### src/rtl/sthu_pkg.sv
/*
  Shared constants and types of the serial terminal with handshake UART.
  Assumes a 25 MHz core clock and a 4 MHz baud reference derived from it.
*/
package sthu_pkg;
  localparam int CLK_HZ = 25_000_000;
  localparam int REF_HZ = 4_000_000;
  localparam int REF_MOD = CLK_HZ / 1_000_000;
  localparam int REF_STEP = REF_HZ / 1_000_000;
  localparam int OVERSAMPLE = 16;
  localparam int MAX_BYTES = 5;
  // Register indices reached through the control byte in register mode
  localparam logic [5:0] ADR_TX_CNT = 6'h00;
  localparam logic [5:0] ADR_RX_CNT = 6'h01;
  localparam logic [5:0] ADR_DIAG = 6'h06;
  localparam logic [5:0] ADR_THR = 6'h12;
  localparam logic [5:0] ADR_BAUD = 6'h20;
  localparam logic [5:0] ADR_FRAME = 6'h21;
  localparam logic [5:0] ADR_FEAT = 6'h22;
  localparam logic [5:0] ADR_MAP = 6'h23;
  localparam logic [15:0] RST_THR = 16'h0080;
  localparam logic [15:0] RST_BAUD = 16'h0006;
  localparam logic [15:0] RST_FRAME = 16'h0003;
  localparam logic [15:0] RST_FEAT = 16'h0003;
  localparam logic [15:0] RST_MAP = 16'h0003;
  localparam logic [7:0] BAUD_DIRECT = 8'hFF;
  localparam logic [7:0] CHR_XOFF = 8'h13;
  localparam logic [7:0] CHR_XON = 8'h11;
  localparam int XOFF_LEVEL = 118;
  localparam int XON_LEVEL = 18;
  localparam int FEAT_ALT = 1;
  localparam int FEAT_STDLY = 2;
  localparam int FEAT_TXFLOW = 3;
  localparam int FEAT_RXFLOW = 4;
  localparam int FEAT_P2P = 5;
  localparam int FRAME_STOP2 = 3;
  localparam logic [2:0] FRM_7E = 3'h1;
  localparam logic [2:0] FRM_7O = 3'h2;
  localparam logic [2:0] FRM_8N = 3'h3;
  localparam logic [2:0] FRM_8E = 3'h4;
  localparam logic [2:0] FRM_8O = 3'h5;
  localparam int CB_REG = 7;
  localparam int CB_WR = 6;
  localparam int CB_INIT = 2;
  localparam int CB_RACK = 1;
  localparam int CB_TREQ = 0;
  localparam int DG_OVFL = 0;
  localparam int DG_PAR = 1;
  localparam int DG_FRM = 2;
  localparam int DG_OVR = 3;
  localparam int DG_FULL = 4;

  typedef struct packed {
    logic [7:0] ctrl;
    logic [7:0] ser_ctrl;
    logic [MAX_BYTES-1:0][7:0] data;
  } sthu_pi_out_t;

  typedef struct packed {
    logic [7:0] stat;
    logic [7:0] ser_stat;
    logic [MAX_BYTES-1:0][7:0] data;
  } sthu_pi_in_t;

  // Oversample divisor minus one for the coded rates 1200..19200
  function automatic logic [7:0] sthu_baud_div(input logic [2:0] code);
    case (code)
      3'h3: sthu_baud_div = 8'hCF;
      3'h4: sthu_baud_div = 8'h67;
      3'h5: sthu_baud_div = 8'h33;
      3'h7: sthu_baud_div = 8'h0C;
      default: sthu_baud_div = 8'h19;
    endcase
  endfunction : sthu_baud_div
endpackage : sthu_pkg

### src/rtl/sthu_uart.sv
/*
  Serial terminal UART with process image handshake, FIFOs and flow control.
  Assumes process image inputs and the receive line are synchronous to
  i_core_clk and i_bus_cycle pulses once per fieldbus cycle.
*/
// Notes on behaviour
// - Low baud byte 0xFF gives rate 4 MHz / (16 * (high byte + 1)).
// - Frame bits 2..0 choose 7E, 7O, 8N (default), 8E or 8O.
// - Frame bit 3 chooses one stop bit (default) or two.
// - Feature bit 1 picks standard or alternative image format, alternative default.
// - Feature bit 2 delays the status byte by one bus cycle.
// - Feature bit 3: stop sending on 0x13 from partner, resume on 0x11.
// - Feature bit 4: send 0x13 at 118 buffered, 0x11 below 18 after.
// - Feature bit 5: zero releases driver when idle, one drives always.
// - Mapped byte count 1 to 5, default 3.
// - Status byte holds in count, buffer full, init ack, offer, send ack.
// - Send toggle change copies out count bytes to send FIFO, then acks.
// - Received bytes are offered with in count and a toggled offer bit.
// - No new block is offered before the controller's ack matches.
// - Init request stops link, clears FIFOs, reloads settings, raises init ack.
// - Init request low makes the device clear init ack.
// - Full receive FIFO sets buffer full and drops new characters.
// - Characters with parity or framing errors are dropped.
// - Parity, framing and overflow errors set their diagnostic bits; overrun bit stays zero.
// - Diagnostic bits: overflow 0, parity 1, framing 2, overrun 3, full 4.
// - Buffer full flag asserts at the programmable threshold, default 0x80.
// - Control bit 7 set means register access; standard format ignores handshake bits, alternative format only holds new offers.
`timescale 1ns/1ps

module sthu_fifo #(
  parameter int W = 8,
  parameter int D = 2,
  localparam int AW = (D > 1) ? $clog2(D) : 1,
  localparam int CW = $clog2(D + 1)
) (
  input wire logic i_core_clk, // Core clock
  input wire logic i_resetn, // Async reset, active low
  input wire logic i_clear, // Empty the buffer
  input wire logic [W-1:0] i_data, // Write data
  input wire logic i_valid, // Write request
  output logic o_ready, // Room for a word
  output logic [W-1:0] o_data, // Head word
  output logic o_valid, // Head word present
  input wire logic i_ready, // Head word taken
  output logic [CW-1:0] o_count // Occupancy
);
  logic [W-1:0] mem_q [D];
  logic [AW-1:0] wr_q, wr_d, rd_q, rd_d;
  logic [CW-1:0] cnt_q, cnt_d;
  logic push, pop;

  assign o_ready = cnt_q != CW'(D);
  assign o_valid = cnt_q != '0;
  assign o_data = mem_q[rd_q];
  assign o_count = cnt_q;
  assign push = i_valid & o_ready;
  assign pop = i_ready & o_valid;

  always_comb begin
    wr_d = wr_q;
    rd_d = rd_q;
    cnt_d = cnt_q;
    if (i_clear) begin
      wr_d = '0;
      rd_d = '0;
      cnt_d = '0;
    end else begin
      if (push) wr_d = (wr_q == AW'(D - 1)) ? '0 : wr_q + 1'b1;
      if (pop) rd_d = (rd_q == AW'(D - 1)) ? '0 : rd_q + 1'b1;
      cnt_d = cnt_q + CW'(push) - CW'(pop);
    end
  end

  always_ff @(posedge i_core_clk or negedge i_resetn) begin
    if (!i_resetn) begin
      wr_q <= '0;
      rd_q <= '0;
      cnt_q <= '0;
    end else begin
      wr_q <= wr_d;
      rd_q <= rd_d;
      cnt_q <= cnt_d;
      if (push && !i_clear) mem_q[wr_q] <= i_data;
    end
  end
endmodule : sthu_fifo

module sthu_uart import sthu_pkg::*; #(
  parameter int RX_DEPTH = 128,
  parameter int TX_DEPTH = 16
) (
  input wire logic i_core_clk, // Core clock, 25 MHz
  input wire logic i_resetn, // Async reset, active low
  input wire logic i_bus_cycle, // Process image exchange strobe
  input wire sthu_pi_out_t i_pi, // Output image from controller
  output sthu_pi_in_t o_pi, // Input image to controller
  input wire logic i_rxd, // Receive line
  output logic o_txd, // Transmit line value
  output logic o_txd_oe_n // Transmit driver enable, low drives
);
  localparam int RCW = $clog2(RX_DEPTH + 1);
  localparam int TCW = $clog2(TX_DEPTH + 1);
  typedef enum logic [2:0] {S_IDLE, S_START, S_DATA, S_PAR, S_STOP} sthu_ser_t;

  logic [15:0] thr_q, thr_d, baud_q, baud_d, frame_q, frame_d;
  logic [15:0] feat_q, feat_d, map_q, map_d, act_baud_q, act_baud_d;
  logic [7:0] act_thr_q, act_thr_d, act_frame_q, act_frame_d;
  logic [7:0] act_feat_q, act_feat_d, act_map_q, act_map_d;
  logic [4:0] diag_q, diag_d;
  logic [4:0] acc_q, acc_d;
  logic [7:0] div_q, div_d, div_top;
  logic ref_tick, tick16;
  logic [7:0] hs, rd_val_lo, rd_val_hi;
  logic reg_mode, hs_ok, init_req, tx_clr;
  logic [15:0] rd_val;
  logic f8, fpar, fodd, buf_full;
  logic [7:0] tf_wdata, tf_rdata, tb_rdata, rf_rdata;
  logic tf_wvalid, tf_wready, tf_rvalid, tb_ready, tb_valid, tb_take;
  logic rf_ready, rf_valid, rf_push, rf_pop;
  logic [TCW-1:0] tf_cnt;
  logic [RCW-1:0] rf_cnt;

  // Register access through the control byte, written once per bus cycle
  assign reg_mode = i_pi.ctrl[CB_REG];
  assign hs = act_feat_q[FEAT_ALT] ? i_pi.ser_ctrl : i_pi.ctrl;
  assign hs_ok = !hs[CB_REG] && !(reg_mode && !act_feat_q[FEAT_ALT]);
  assign init_req = hs_ok && hs[CB_INIT];

  always_comb begin
    rd_val = '0;
    case (i_pi.ctrl[5:0])
      ADR_TX_CNT: rd_val = 16'(tf_cnt);
      ADR_RX_CNT: rd_val = 16'(rf_cnt);
      ADR_DIAG: rd_val = {11'h000, diag_q};
      ADR_THR: rd_val = thr_q;
      ADR_BAUD: rd_val = baud_q;
      ADR_FRAME: rd_val = frame_q;
      ADR_FEAT: rd_val = feat_q;
      ADR_MAP: rd_val = map_q;
      default: rd_val = '0;
    endcase
  end
  assign rd_val_lo = rd_val[7:0];
  assign rd_val_hi = rd_val[15:8];

  always_comb begin
    thr_d = thr_q;
    baud_d = baud_q;
    frame_d = frame_q;
    feat_d = feat_q;
    map_d = map_q;
    if (i_bus_cycle && reg_mode && i_pi.ctrl[CB_WR]) begin
      case (i_pi.ctrl[5:0])
        ADR_THR: thr_d = {i_pi.data[1], i_pi.data[0]};
        ADR_BAUD: baud_d = {i_pi.data[1], i_pi.data[0]};
        ADR_FRAME: frame_d = {i_pi.data[1], i_pi.data[0]};
        ADR_FEAT: feat_d = {i_pi.data[1], i_pi.data[0]};
        ADR_MAP: map_d = {i_pi.data[1], i_pi.data[0]};
        default: thr_d = thr_q;
      endcase
    end
    act_thr_d = act_thr_q;
    act_baud_d = act_baud_q;
    act_frame_d = act_frame_q;
    act_feat_d = act_feat_q;
    act_map_d = act_map_q;
    if (init_req) begin
      act_thr_d = thr_q[7:0];
      act_baud_d = baud_q;
      act_frame_d = frame_q[7:0];
      act_feat_d = feat_q[7:0];
      act_map_d = (map_q[7:0] == 8'h00) ? 8'h01 :
                  (map_q[7:0] > 8'(MAX_BYTES)) ? 8'(MAX_BYTES) : map_q[7:0];
    end
  end

  always_ff @(posedge i_core_clk or negedge i_resetn) begin
    if (!i_resetn) begin
      thr_q <= RST_THR;
      baud_q <= RST_BAUD;
      frame_q <= RST_FRAME;
      feat_q <= RST_FEAT;
      map_q <= RST_MAP;
      act_thr_q <= RST_THR[7:0];
      act_baud_q <= RST_BAUD;
      act_frame_q <= RST_FRAME[7:0];
      act_feat_q <= RST_FEAT[7:0];
      act_map_q <= RST_MAP[7:0];
    end else begin
      thr_q <= thr_d;
      baud_q <= baud_d;
      frame_q <= frame_d;
      feat_q <= feat_d;
      map_q <= map_d;
      act_thr_q <= act_thr_d;
      act_baud_q <= act_baud_d;
      act_frame_q <= act_frame_d;
      act_feat_q <= act_feat_d;
      act_map_q <= act_map_d;
    end
  end

  // 4 MHz reference by fractional accumulation, then the 16x bit tick
  assign div_top = (act_baud_q[7:0] == BAUD_DIRECT) ? act_baud_q[15:8] :
                   sthu_baud_div(act_baud_q[2:0]);
  assign ref_tick = (acc_q + 5'(REF_STEP)) >= 5'(REF_MOD);
  assign tick16 = ref_tick && div_q >= div_top;
  always_comb begin
    acc_d = ref_tick ? acc_q + 5'(REF_STEP) - 5'(REF_MOD)
                     : acc_q + 5'(REF_STEP);
    div_d = div_q;
    if (ref_tick) div_d = tick16 ? 8'h00 : div_q + 8'h01;
  end
  always_ff @(posedge i_core_clk or negedge i_resetn) begin
    if (!i_resetn) begin
      acc_q <= '0;
      div_q <= '0;
    end else begin
      acc_q <= acc_d;
      div_q <= div_d;
    end
  end

  assign f8 = act_frame_q[2] || act_frame_q[2:0] == FRM_8N;
  assign fpar = act_frame_q[2:0] inside {FRM_7E, FRM_7O, FRM_8E, FRM_8O};
  assign fodd = act_frame_q[2:0] inside {FRM_7O, FRM_8O};
  assign tx_clr = init_req;

  sthu_ser_t tx_st_q, tx_st_d, rx_st_q, rx_st_d;
  logic [7:0] tx_sh_q, tx_sh_d, rx_sh_q, rx_sh_d;
  logic [3:0] tx_tk_q, tx_tk_d, rx_tk_q, rx_tk_d;
  logic [2:0] tx_bit_q, tx_bit_d, rx_bit_q, rx_bit_d;
  logic tx_stp_q, tx_stp_d, txd_q, txd_d, oen_q, oen_d;
  logic paused_q, paused_d, xoff_q, xoff_d, rx_perr_q, rx_perr_d;
  logic xoff_need, xon_need, rx_done, rx_ferr;
  logic [7:0] tx_load;

  // Send FIFO, then the two-entry buffer in front of the transmitter
  sthu_fifo #(.W(8), .D(TX_DEPTH)) u_tx_fifo (
    .i_core_clk(i_core_clk), .i_resetn(i_resetn), .i_clear(tx_clr),
    .i_data(tf_wdata), .i_valid(tf_wvalid), .o_ready(tf_wready),
    .o_data(tf_rdata), .o_valid(tf_rvalid), .i_ready(tb_ready),
    .o_count(tf_cnt));
  sthu_fifo #(.W(8), .D(2)) u_tx_buf (
    .i_core_clk(i_core_clk), .i_resetn(i_resetn), .i_clear(tx_clr),
    .i_data(tf_rdata), .i_valid(tf_rvalid), .o_ready(tb_ready),
    .o_data(tb_rdata), .o_valid(tb_valid), .i_ready(tb_take),
    .o_count());
  sthu_fifo #(.W(8), .D(RX_DEPTH)) u_rx_fifo (
    .i_core_clk(i_core_clk), .i_resetn(i_resetn), .i_clear(tx_clr),
    .i_data(rx_sh_q), .i_valid(rf_push), .o_ready(rf_ready),
    .o_data(rf_rdata), .o_valid(rf_valid), .i_ready(rf_pop),
    .o_count(rf_cnt));

  // Transmitter
  assign xoff_need = act_feat_q[FEAT_RXFLOW] && !xoff_q &&
                     rf_cnt >= RCW'(XOFF_LEVEL);
  assign xon_need = act_feat_q[FEAT_RXFLOW] && xoff_q &&
                    rf_cnt < RCW'(XON_LEVEL);
  assign tb_take = tx_st_q == S_IDLE && !init_req && !xoff_need &&
                   !xon_need && !paused_q;
  assign tx_load = xoff_need ? CHR_XOFF : xon_need ? CHR_XON : tb_rdata;

  always_comb begin
    tx_st_d = tx_st_q;
    tx_sh_d = tx_sh_q;
    tx_tk_d = tx_tk_q;
    tx_bit_d = tx_bit_q;
    tx_stp_d = tx_stp_q;
    xoff_d = init_req ? 1'b0 : xoff_q;
    case (tx_st_q)
      S_IDLE: begin
        if (!init_req && (xoff_need || xon_need || (tb_take && tb_valid)))
        begin
          tx_st_d = S_START;
          tx_sh_d = tx_load;
          tx_tk_d = '0;
          if (xoff_need) xoff_d = 1'b1;
          else if (xon_need) xoff_d = 1'b0;
        end
      end
      S_START, S_DATA, S_PAR, S_STOP: begin
        if (tick16) tx_tk_d = tx_tk_q + 4'h1;
        if (tick16 && tx_tk_q == 4'(OVERSAMPLE - 1)) begin
          case (tx_st_q)
            S_START: begin
              tx_st_d = S_DATA;
              tx_bit_d = '0;
            end
            S_DATA: begin
              tx_bit_d = tx_bit_q + 3'h1;
              if (tx_bit_q == (f8 ? 3'h7 : 3'h6)) begin
                tx_st_d = fpar ? S_PAR : S_STOP;
                tx_stp_d = act_frame_q[FRAME_STOP2];
              end
            end
            S_PAR: tx_st_d = S_STOP;
            default: begin
              tx_stp_d = 1'b0;
              if (!tx_stp_q) tx_st_d = S_IDLE;
            end
          endcase
        end
      end
      default: tx_st_d = S_IDLE;
    endcase
    if (init_req) tx_st_d = S_IDLE;
    case (tx_st_q)
      S_START: txd_d = 1'b0;
      S_DATA: txd_d = tx_sh_q[tx_bit_q];
      S_PAR: txd_d = (f8 ? ^tx_sh_q : ^tx_sh_q[6:0]) ^ fodd;
      default: txd_d = 1'b1;
    endcase
    oen_d = !act_feat_q[FEAT_P2P] && tx_st_q == S_IDLE;
  end

  always_ff @(posedge i_core_clk or negedge i_resetn) begin
    if (!i_resetn) begin
      tx_st_q <= S_IDLE;
      tx_sh_q <= '0;
      tx_tk_q <= '0;
      tx_bit_q <= '0;
      tx_stp_q <= 1'b0;
      xoff_q <= 1'b0;
      txd_q <= 1'b1;
      oen_q <= 1'b1;
    end else begin
      tx_st_q <= tx_st_d;
      tx_sh_q <= tx_sh_d;
      tx_tk_q <= tx_tk_d;
      tx_bit_q <= tx_bit_d;
      tx_stp_q <= tx_stp_d;
      xoff_q <= xoff_d;
      txd_q <= txd_d;
      oen_q <= oen_d;
    end
  end
  assign o_txd = txd_q;
  assign o_txd_oe_n = oen_q;

  // Receiver samples mid-bit on the 16x tick
  assign rx_done = tick16 && rx_st_q == S_STOP && rx_tk_q == 4'(OVERSAMPLE - 1);
  assign rx_ferr = !i_rxd;
  assign rf_push = rx_done && !rx_ferr && !rx_perr_q &&
                   !(act_feat_q[FEAT_TXFLOW] &&
                     (rx_sh_q == CHR_XOFF || rx_sh_q == CHR_XON));
  assign buf_full = rf_cnt >= RCW'(act_thr_q);

  always_comb begin
    rx_st_d = rx_st_q;
    rx_sh_d = rx_sh_q;
    rx_tk_d = rx_tk_q;
    rx_bit_d = rx_bit_q;
    rx_perr_d = rx_perr_q;
    paused_d = init_req ? 1'b0 : paused_q;
    diag_d = init_req ? 5'h00 : diag_q;
    if (tick16) rx_tk_d = rx_tk_q + 4'h1;
    case (rx_st_q)
      S_IDLE: begin
        rx_tk_d = '0;
        rx_perr_d = 1'b0;
        if (tick16 && !i_rxd) rx_st_d = S_START;
      end
      S_START: begin
        if (tick16 && rx_tk_q == 4'(OVERSAMPLE / 2 - 2)) begin
          rx_tk_d = '0;
          rx_bit_d = '0;
          rx_st_d = i_rxd ? S_IDLE : S_DATA;
        end
      end
      S_DATA: begin
        if (tick16 && rx_tk_q == 4'(OVERSAMPLE - 1)) begin
          rx_sh_d = {i_rxd, rx_sh_q[7:1]};
          rx_bit_d = rx_bit_q + 3'h1;
          if (rx_bit_q == (f8 ? 3'h7 : 3'h6)) begin
            rx_st_d = fpar ? S_PAR : S_STOP;
            if (!f8) rx_sh_d = {1'b0, i_rxd, rx_sh_q[7:2]};
          end
        end
      end
      S_PAR: begin
        if (tick16 && rx_tk_q == 4'(OVERSAMPLE - 1)) begin
          rx_perr_d = ((f8 ? ^rx_sh_q : ^rx_sh_q[6:0]) ^ fodd) != i_rxd;
          rx_st_d = S_STOP;
        end
      end
      S_STOP: if (rx_done) rx_st_d = S_IDLE;
      default: rx_st_d = S_IDLE;
    endcase
    if (rx_done) begin
      if (rx_perr_q) diag_d[DG_PAR] = 1'b1;
      if (rx_ferr) diag_d[DG_FRM] = 1'b1;
      if (rf_push && !rf_ready) diag_d[DG_OVFL] = 1'b1;
      if (act_feat_q[FEAT_TXFLOW] && !rx_ferr && !rx_perr_q) begin
        if (rx_sh_q == CHR_XOFF) paused_d = 1'b1;
        if (rx_sh_q == CHR_XON) paused_d = 1'b0;
      end
    end
    diag_d[DG_FULL] = buf_full;
    diag_d[DG_OVR] = 1'b0;
    if (init_req) rx_st_d = S_IDLE;
  end

  always_ff @(posedge i_core_clk or negedge i_resetn) begin
    if (!i_resetn) begin
      rx_st_q <= S_IDLE;
      rx_sh_q <= '0;
      rx_tk_q <= '0;
      rx_bit_q <= '0;
      rx_perr_q <= 1'b0;
      paused_q <= 1'b0;
      diag_q <= '0;
    end else begin
      rx_st_q <= rx_st_d;
      rx_sh_q <= rx_sh_d;
      rx_tk_q <= rx_tk_d;
      rx_bit_q <= rx_bit_d;
      rx_perr_q <= rx_perr_d;
      paused_q <= paused_d;
      diag_q <= diag_d;
    end
  end

  // Handshake: block copy into the send FIFO and block offer from receive
  logic ack_q, ack_d, off_q, off_d, iack_q, iack_d, cp_q, cp_d, rd_q, rd_d;
  logic [2:0] cp_i_q, cp_i_d, cp_n_q, cp_n_d, rd_i_q, rd_i_d, rd_n_q, rd_n_d;
  logic [2:0] in_cnt_q, in_cnt_d, oc;
  logic [MAX_BYTES-1:0][7:0] in_q, in_d;
  logic [7:0] hs_stat, stat_prev_q, stat_prev_d;
  sthu_pi_in_t pi_q, pi_d;

  assign oc = (hs[6:4] > 3'(MAX_BYTES)) ? 3'(MAX_BYTES) : hs[6:4];
  assign tf_wvalid = cp_q;
  assign tf_wdata = i_pi.data[cp_i_q];
  assign rf_pop = rd_q;

  always_comb begin
    ack_d = ack_q;
    off_d = off_q;
    cp_d = cp_q;
    cp_i_d = cp_i_q;
    cp_n_d = cp_n_q;
    rd_d = rd_q;
    rd_i_d = rd_i_q;
    rd_n_d = rd_n_q;
    in_cnt_d = in_cnt_q;
    in_d = in_q;
    iack_d = init_req ? 1'b1 : (hs_ok ? 1'b0 : iack_q);
    if (cp_q && tf_wready) begin
      cp_i_d = cp_i_q + 3'h1;
      if (cp_i_q == cp_n_q - 3'h1) begin
        cp_d = 1'b0;
        ack_d = ~ack_q;
      end
    end else if (!cp_q && hs_ok && !init_req && hs[CB_TREQ] != ack_q &&
                 TCW'(TX_DEPTH) - tf_cnt >= TCW'(oc)) begin
      cp_i_d = '0;
      cp_n_d = oc;
      if (oc == 3'h0) ack_d = hs[CB_TREQ];
      else cp_d = 1'b1;
    end
    if (rd_q) begin
      in_d[rd_i_q] = rf_rdata;
      rd_i_d = rd_i_q + 3'h1;
      if (rd_i_q == rd_n_q - 3'h1) begin
        rd_d = 1'b0;
        in_cnt_d = rd_n_q;
        off_d = ~off_q;
      end
    end else if (hs_ok && !init_req && !reg_mode && rf_valid &&
                 hs[CB_RACK] == off_q) begin
      rd_d = 1'b1;
      rd_i_d = '0;
      rd_n_d = (rf_cnt < RCW'(act_map_q)) ? 3'(rf_cnt) : 3'(act_map_q);
    end
    if (init_req) begin
      in_cnt_d = '0;
      cp_d = 1'b0;
      rd_d = 1'b0;
      ack_d = hs[CB_TREQ];
      off_d = hs[CB_RACK];
    end
    hs_stat = {1'b0, in_cnt_q, buf_full, iack_q, off_q, ack_q};
    stat_prev_d = i_bus_cycle ? hs_stat : stat_prev_q;
    pi_d = pi_q;
    if (i_bus_cycle) begin
      pi_d.data = in_q;
      pi_d.stat = reg_mode ? i_pi.ctrl : 8'h00;
      pi_d.ser_stat = act_feat_q[FEAT_STDLY] ? stat_prev_q : hs_stat;
      if (!act_feat_q[FEAT_ALT]) begin
        if (!reg_mode) pi_d.stat = pi_d.ser_stat;
        pi_d.ser_stat = 8'h00;
      end
      if (reg_mode) begin
        pi_d.data[0] = rd_val_lo;
        pi_d.data[1] = rd_val_hi;
      end
    end
  end

  always_ff @(posedge i_core_clk or negedge i_resetn) begin
    if (!i_resetn) begin
      ack_q <= 1'b0;
      off_q <= 1'b0;
      iack_q <= 1'b0;
      cp_q <= 1'b0;
      cp_i_q <= '0;
      cp_n_q <= '0;
      rd_q <= 1'b0;
      rd_i_q <= '0;
      rd_n_q <= '0;
      in_cnt_q <= '0;
      in_q <= '0;
      stat_prev_q <= '0;
      pi_q <= '0;
    end else begin
      ack_q <= ack_d;
      off_q <= off_d;
      iack_q <= iack_d;
      cp_q <= cp_d;
      cp_i_q <= cp_i_d;
      cp_n_q <= cp_n_d;
      rd_q <= rd_d;
      rd_i_q <= rd_i_d;
      rd_n_q <= rd_n_d;
      in_cnt_q <= in_cnt_d;
      in_q <= in_d;
      stat_prev_q <= stat_prev_d;
      pi_q <= pi_d;
    end
  end
  assign o_pi = pi_q;
endmodule : sthu_uart

### config.mk
export PLATFORM = sky130hd
export DESIGN_NAME = sthu_uart
export DESIGN_NICKNAME = d
export VERILOG_FILES = /design/src/rtl/sthu_pkg.sv /design/src/rtl/sthu_uart.sv
export SDC_FILE = /design/constraint.sdc
export NUM_CORES = 2
export LEC_CHECK = 0
export ABC_CLOCK_PERIOD_IN_PS = 6100
export BUFFER_PORTS_ARGS = -buffer_cell sky130_fd_sc_hd__clkbuf_2
export CORE_MARGIN = 2
export CORE_UTILIZATION = 33
export CTS_CLUSTER_SIZE = 40
export DETAILED_ROUTE_END_ITERATION = 7
export GPL_TIMING_DRIVEN = 1
export HOLD_SLACK_MARGIN = 0.03
export PLACE_DENSITY = 0.49
export SYNTH_ARGS = -nofsm -noshare
export SYNTH_HDL_FRONTEND = slang
export SYNTH_SLANG_ARGS = --single-unit
### constraint.sdc
create_clock -name i_core_clk -period 6.1 [get_ports i_core_clk]
set_clock_uncertainty 0.2 [all_clocks]
set_input_delay 0.305 -clock i_core_clk [delete_from_list [all_inputs] [get_ports i_core_clk]]
set_output_delay 0.305 -clock i_core_clk [all_outputs]
set_load 0.05 [all_outputs]
## After elaboration in Yosys (flattened, before gate mapping)

Memory sizes are Yosys's and may differ from the RTL's.
Index checks and enable logic that the tools add are counted.

| cells by class | value |
|---|---|
| add/sub/neg operators | 24 |
| order comparisons | 13 |
| equal/unequal tests | 62 |
| mux-type cells | 129 |
| bitwise operators | 12 |
| reduce and logical (&&, ||, !) cells | 116 |

Operators with widths:

| cell | number |
|---|---|
| $pmux W16 S8 | 1 |
| $mux W8 | 14 |
| $mux W3 | 26 |
| $mux W1 | 50 |
| $mux W7 | 7 |
| $logic_and A1 B1 Y1 | 46 |
| $bwmux W40 | 1 |
| $mux W4 | 10 |
| $mux W16 | 2 |
| $pmux W8 S4 | 1 |
| $reduce_bool A2 Y1 | 16 |
| $ne A3 B3 Y1 const B | 9 |
| $bmux W8 S3 | 1 |
| $demux W8 S3 | 1 |
| $eq A6 B6 Y1 const B | 4 |
| $reduce_and A2 Y1 | 11 |
| $eq A3 B2 Y1 const B | 7 |
| $eq A3 B3 Y1 const B | 7 |
| $pmux W3 S2 | 3 |
| $add A4 B1 Y4 const B | 4 |
| $eq A4 B4 Y1 const B | 4 |
| $eq A8 B5 Y1 const B | 2 |
| $ge A8 B8 Y1 | 2 |
| $pmux W4 S2 | 2 |
| other kinds (65) | 125 |

| word-level totals | value |
|---|---|
| register bits after elaboration | 343 |
| RAM bits | 1,168 |
| bits of input ports | 60 |
| logic and storage cells | 418 |
| memories | 3 |

Memories:

| name | words | bits a word | read ports | clocked after Yosys merged registers in | write ports | RTL line | text |
|---|---|---|---|---|---|---|---|
| u_rx_fifo.mem_q | 128 | 8 | 1 | 0 | 1 | sthu_uart.sv:47 | `logic [W-1:0] mem_q [D];` |
| u_tx_fifo.mem_q | 16 | 8 | 1 | 0 | 1 | sthu_uart.sv:47 |  |
| u_tx_buf.mem_q | 2 | 8 | 1 | 0 | 1 | sthu_uart.sv:47 |  |

## Logic depth before layout (Yosys ltp)

| logic depth | value |
|---|---|
| depth in word-level cells | 16 |
| depth in mapped cells | 20 |
| gate-level depth less buffers | 20 |

## By module

Synthesis repeated with hierarchy kept, for this count alone.

| unflattened totals | value |
|---|---|
| cell total of the unflattened synthesis | 3,915 |
| area, all modules | 63,185.6 sq um |

Modules (own cells, without submodules):

| module | times used | cells each | area an instance (sq um) |
|---|---|---|---|
| sthu_fifo at u_rx_fifo | 1 | 2,153 | 41,414.7 |
| sthu_uart | 1 | 1,391 | 15,119.5 |
| sthu_fifo at u_tx_fifo | 1 | 321 | 5,815.6 |
| sthu_fifo at u_tx_buf | 1 | 50 | 835.8 |

## Worst setup path after synthesis

OpenSTA, ideal clock, no wires.

| path | value |
|---|---|
| kind | reg-to-reg |
| start | reg rx_sh_q[6] |
| end | mem u_rx_fifo.mem_q[124][0] (enable) |
| setup time | 0.395 ns |
| arrival | 4.030 ns |
| slack | 1.476 ns |
| cell stages (with the launch flop) | 11 |
| period minus slack after synthesis | 4.624 ns |
| cell sequence | dfrtp_1 -> inv_1 -> ha_1 -> nand4_1 -> nor2_1 -> nor2_1 -> and3_1 -> nand2_1 -> clkbuf_1 -> buf_2 -> nor4_1 |

| on the way | value |
|---|---|
| word-level cells in the longest chain between the ends | 10 |
| elaborated cells between the ends (all ways) | 11 |
| those cells by class | eq/ne (2); mux (2); bitwise (1); reduce/logical (6) |

Ends and longest elaborated chain:

| element | RTL line | text |
|---|---|---|
| start, declared | sthu_uart.sv:230 | `logic [7:0] tx_sh_q, tx_sh_d, rx_sh_q, rx_sh_d;` |
| start signal, assigned | sthu_uart.sv:415 | `rx_sh_q <= rx_sh_d;` |
| $eq A8 B5 Y1 | sthu_uart.sv:346 | `(rx_sh_q == CHR_XOFF \|\| rx_sh_q == CHR_XON));` |
| $logic_or A1 B1 Y1 * | sthu_uart.sv:346 |  |
| $logic_and A1 B1 Y1 * | sthu_uart.sv:345 | `!(act_feat_q[FEAT_TXFLOW] &&` |
| $logic_not A1 Y1 * | sthu_uart.sv:345 |  |
| $logic_and A1 B1 Y1 * | sthu_uart.sv:344 | `assign rf_push = rx_done && !rx_ferr && !rx_perr_q &&` |
| $and A1 B1 Y1 * | sthu_uart.sv:56 | `assign push = i_valid & o_ready;` |
| $logic_and A1 B1 Y1 * | sthu_uart.sv:83 | `if (push && !i_clear) mem_q[wr_q] <= i_data;` |
| $mux W1 * | sthu_uart.sv:83 |  |
| $logic_and A1 B1 Y1 (implied by the code) * | sthu_uart.sv:83 |  |
| $mux W1 (implied by the code) * | sthu_uart.sv:83 |  |
| end, declared | sthu_uart.sv:47 |  |

Mark *: on every way between the ends. The rest lies on a longest branch, timed or not.

## Final worst setup path

| path | value |
|---|---|
| start | reg act_feat_q[1] |
| end | reg cp_n_q[1] |

| on the way | value |
|---|---|
| word-level cells in the longest chain between the ends | 10 |
| elaborated cells between the ends (all ways) | 17 |
| those cells by class | order compare (2); eq/ne (1); mux (2); reduce/logical (12) |

Ends and longest elaborated chain:

| element | RTL line | text |
|---|---|---|
| start, declared | sthu_uart.sv:108 | `logic [7:0] act_feat_q, act_feat_d, act_map_q, act_map_d;` |
| start signal, assigned | sthu_uart.sv:187 | `act_feat_q <= RST_FEAT[7:0];` |
| start signal, assigned | sthu_uart.sv:198 | `act_feat_q <= act_feat_d;` |
| branches (longest 10 deep; another with $ge A5 B3 Y1) | n/a |  |
| end signal, assigned | sthu_uart.sv:522 | `cp_n_q <= cp_n_d;` |
| end, declared | sthu_uart.sv:426 | `logic [2:0] cp_i_q, cp_i_d, cp_n_q, cp_n_d, rd_i_q, rd_i_d, rd_n_q, rd_n_d;` |

Several ways; the timed one is not identified.
A chain may end at the register's enable or synchronous reset.

==> impl_metrics.toml <==
[hold_path]
worst_hold_path.num_cells = 4
launch_point_of_the_worst_hold_path = "i_pi[49]"
hold_end = "o_pi[49]"
timing.hold.worst.class = "in2reg"

[setup_path]
r2r.worst_path.cells = 10
critical-path-top-delay-family = "compound AO/OA/AOI/OAI gates"
timing.critical_path.depth = 10
timing.critical_path.buf_inv = 2
setup.worst_path.start_class = "flop"
r2r-end = "cp_n_q[1]"
required_ps = 6640
critical_path_peak_fanout = 26
setup.worst_path.end_class = "flop"
r2r_slack_ps = 1260
slowest_delay_ps = 890
worstPathCellList = "mux2i_1, nand2_1, ha_1, a21boi_0, o21ai_0, a2111oi_2, nand3_1, dlygate4sd3_1, o21ai_0, dlygate4sd3_1"
cp.arrival_ps = 5390
crit_slowest_cell = "a2111oi_2"
setup.worst_path.class = "reg2reg"
reg2reg_from = "act_feat_q[1]"

[floorplan]
die_h_um = 441
die_w_um = 441
ioPinCount = 118
rows = 160
core_area_um2 = 190000
start_util_pct = 33.2
floorplan.die_area_um2 = 195000

[cells_and_area]
post-route-util_pct = 38.6
layout-drive-gt1-share_pct = 25.6
layout-area-overhead-vs-synth_pct = 16.3
num-nets-final = 4292
final_area_um2 = 73400

[global_route]
antenna_violations_before_repair = 1
grt_pass1_vias = 35900
maximum_number_of_pins_on_one_net_before_global_route_repair = 83
grt_usage_pct = 18.0
grt-ovfl-total = 0
grt_first_pass_wirelength_um = 256000

[yosys]
syn-mean-instance-area_um2 = 16.5
ys_dominant_reg_cell = "edfxtp_1"
netlist_area_um2 = 63100
asyncSetResetFlopFracSynth_pct = 22.6
total_of_warnings_raised_by_yosys = 0
synth-edff-count = 1168
synth.lib_cells_used.distinct = 92
synth_sequential_area_ratio_pct = 69.1
synth.ff_latch_count = 1509
synthesis.nets = 3976
post_synth_inst_count = 3834

[timing]
final_setup_tns_ps = 0
finalHoldWorstSlack_ps = 114
setup_violations_final = 0
worst-slew-pin-transition_ps = 1410
setup_repair_after_global_routing_missed_its_margin = "no"
fin_crit_ps = 4840
timing_max_transition_violations_final = 0
max_slew_margin_pct = 5.53
hold_viol = 0
period_share_pct = 79.4
timing.fmax_ghz = 0.206

[placement]
port-buffer-count = 115
dpl-instance-area_um2 = 67800
gp_routability_congestion = 0.821
post-dp-hpwl_um = 112000

[detailed_routing]
drtIter0Drc = 3386
dr.pass1.iters = 6
route.vias.total = 35800
ant_nets = 0
wire_per_inst_um = 25.8
total_wire_length_after_detailed_routing_um = 176000
route.detailed.vias_per_inst = 5.27
remaining_drc_errors = 0

[clock_tree]
cts_max_path_buffers = 3
clk_root_buffer_cell = "clkbuf_16"
insertion_delay_ps = 810
cts.reportedPaths.clkPinSlew_ps = 60
cts_tree = "done"
count_of_buffers_added_by_post_cts_timing_repair_for_setup = 0
cts-htree-levels = 4
clock_sinks = 1509
cts_made_buffers = 159

[power]
p_leak_nw = 26.1
power.density_cell_area_nw_per_um2 = 351
ir_drop_mv = 0.224

[run]
drv_cap = 0

[outcome]
run_status = "finished clean"
## flip-flops by register name (all words and copies together), names as in the netlist, 16 cells and up
signal / cells
u_tx_fifo.mem_q: 128
o_pi: 55
feat_q: 16
u_tx_buf.mem_q: 16
act_baud_q: 16
in_q: 40
baud_q: 16
thr_q: 16
u_rx_fifo.mem_q: 1024
frame_q: 16
map_q: 16
## what timing repair did
action / in CTS / in global routing
hold buffers: 52 / 0
hold endpoints to repair: 520 / 0
resized for setup: 0 / 0
## worst register-to-register path, cell delays in order (launching register included)
cell,delay (ps)
dfstp_2,860
mux2i_1,700
nand2_1,160
ha_1,320
a21boi_0,150
o21ai_0,140
a2111oi_2,890
nand3_1,140
dlygate4sd3_1,590
o21ai_0,60
dlygate4sd3_1,560
## worst max path at each step
stage	startpoint	endpoint
final	act_feat_q[1]	cp_n_q[1]
after global routing	act_baud_q[5]	u_rx_fifo.mem_q[72][6]
after CTS	act_baud_q[5]	u_rx_fifo.mem_q[72][7]
after detailed placement	act_baud_q[5]	u_rx_fifo.mem_q[72][1]
after global placement	act_baud_q[3]	u_rx_fifo.mem_q[72][0]
after floorplan	rx_sh_q[6]	u_rx_fifo.mem_q[124][0]
## synthesized netlist by cell type (17+ instances only)
cell | instances | area, um2
and2_1 | 17 | 106
nor3_1 | 39 | 195
edfxtp_1 | 1168 | 35100
nand3_1 | 53 | 265
nor2b_1 | 27 | 169
xor2_1 | 28 | 245
a21oi_1 | 135 | 676
a31oi_1 | 22 | 138
dfrtp_1 | 322 | 8060
nor2_1 | 185 | 694
buf_2 | 42 | 210
mux4_2 | 276 | 6220
a22oi_1 | 56 | 420
nand2_1 | 266 | 998
dfstp_2 | 19 | 499
inv_1 | 88 | 330
ha_1 | 80 | 1000
nand2b_1 | 29 | 181
nor4_1 | 97 | 607
a221oi_1 | 28 | 245
mux2_2 | 135 | 1520
xnor2_1 | 32 | 280
o21ai_0 | 117 | 586
clkbuf_1 | 130 | 488
o21ai_1 | 18 | 90.1
mux2i_1 | 124 | 1240
## placed cells by master (no fill, tap or decap), drive strengths merged, types with 135 or more instances in the layout
cell / count
mux2: 135
mux4: 282
dfrtp: 322
a21oi: 135
o21ai: 140
nand2: 266
buf: 220
clkbuf: 324
edfxtp: 1168
nor2: 186
## final cells by class
| type | instances | area (um2) |
|---|---|---|
| repair buffers | 384 | 2840 |
| diodes | 1 | 2.50 |
| inverters | 91 | 342 |
| well taps | 2511 | 3140 |
| flip-flops and latches | 1509 | 43700 |
| clock buffers | 211 | 4260 |
| clock inverters | 82 | 791 |
| fillers | 17700 | 117000 |
| multi-input cells | 2005 | 18400 |
## stage by stage
stage                     power [mW]  std cells  setup WS [ps]
after detailed placement        16.6       6448           1280
after global routing            26.9       6793            900
after floorplan                 15.3       3834           1480
final                           25.8       6794           1260
after CTS                       26.1       6793           1250
after global placement          16.5       6448           1270
## power by group
part | internal [mW] | total, mW | switching [mW]
clock network | 5.31 | 9.47 | 4.16
registers | 11.6 | 12.1 | 0.522
logic | 1.73 | 4.22 | 2.49
total | 18.6 | 25.8 | 7.17
## kinds of logic (layout without fill, tap and decap cells)
family,Yosys count,in the layout,share of synthesized area (%)
flip-flops,1509,1509,69.1
AND/OR/NAND/NOR,792,792,6.01
multiplexers,541,541,14.5
AO/OA/AOI/OAI,529,529,5.44
buffers and inverters,320,768,2.49
adder cells (fa/ha/maj),82,82,1.65
XOR/XNOR,60,60,0.832
other,1,2,0.00594
## layer usage
metal | track usage, % | vias to the layer above | share of wire [%] | wire [um]
met3 | 3.22 | 257 | 5.6 | 9820
li1 | - | 15700 | - | -
met2 | 28.1 | 1043 | 47 | 81900
met4 | 5.45 | 0 | 2.9 | 5100
met5 | 0 | - | 0 | 0
met1 | 25.5 | 18800 | 45 | 78700
Note: power is estimated with default switching activity, not from simulation.
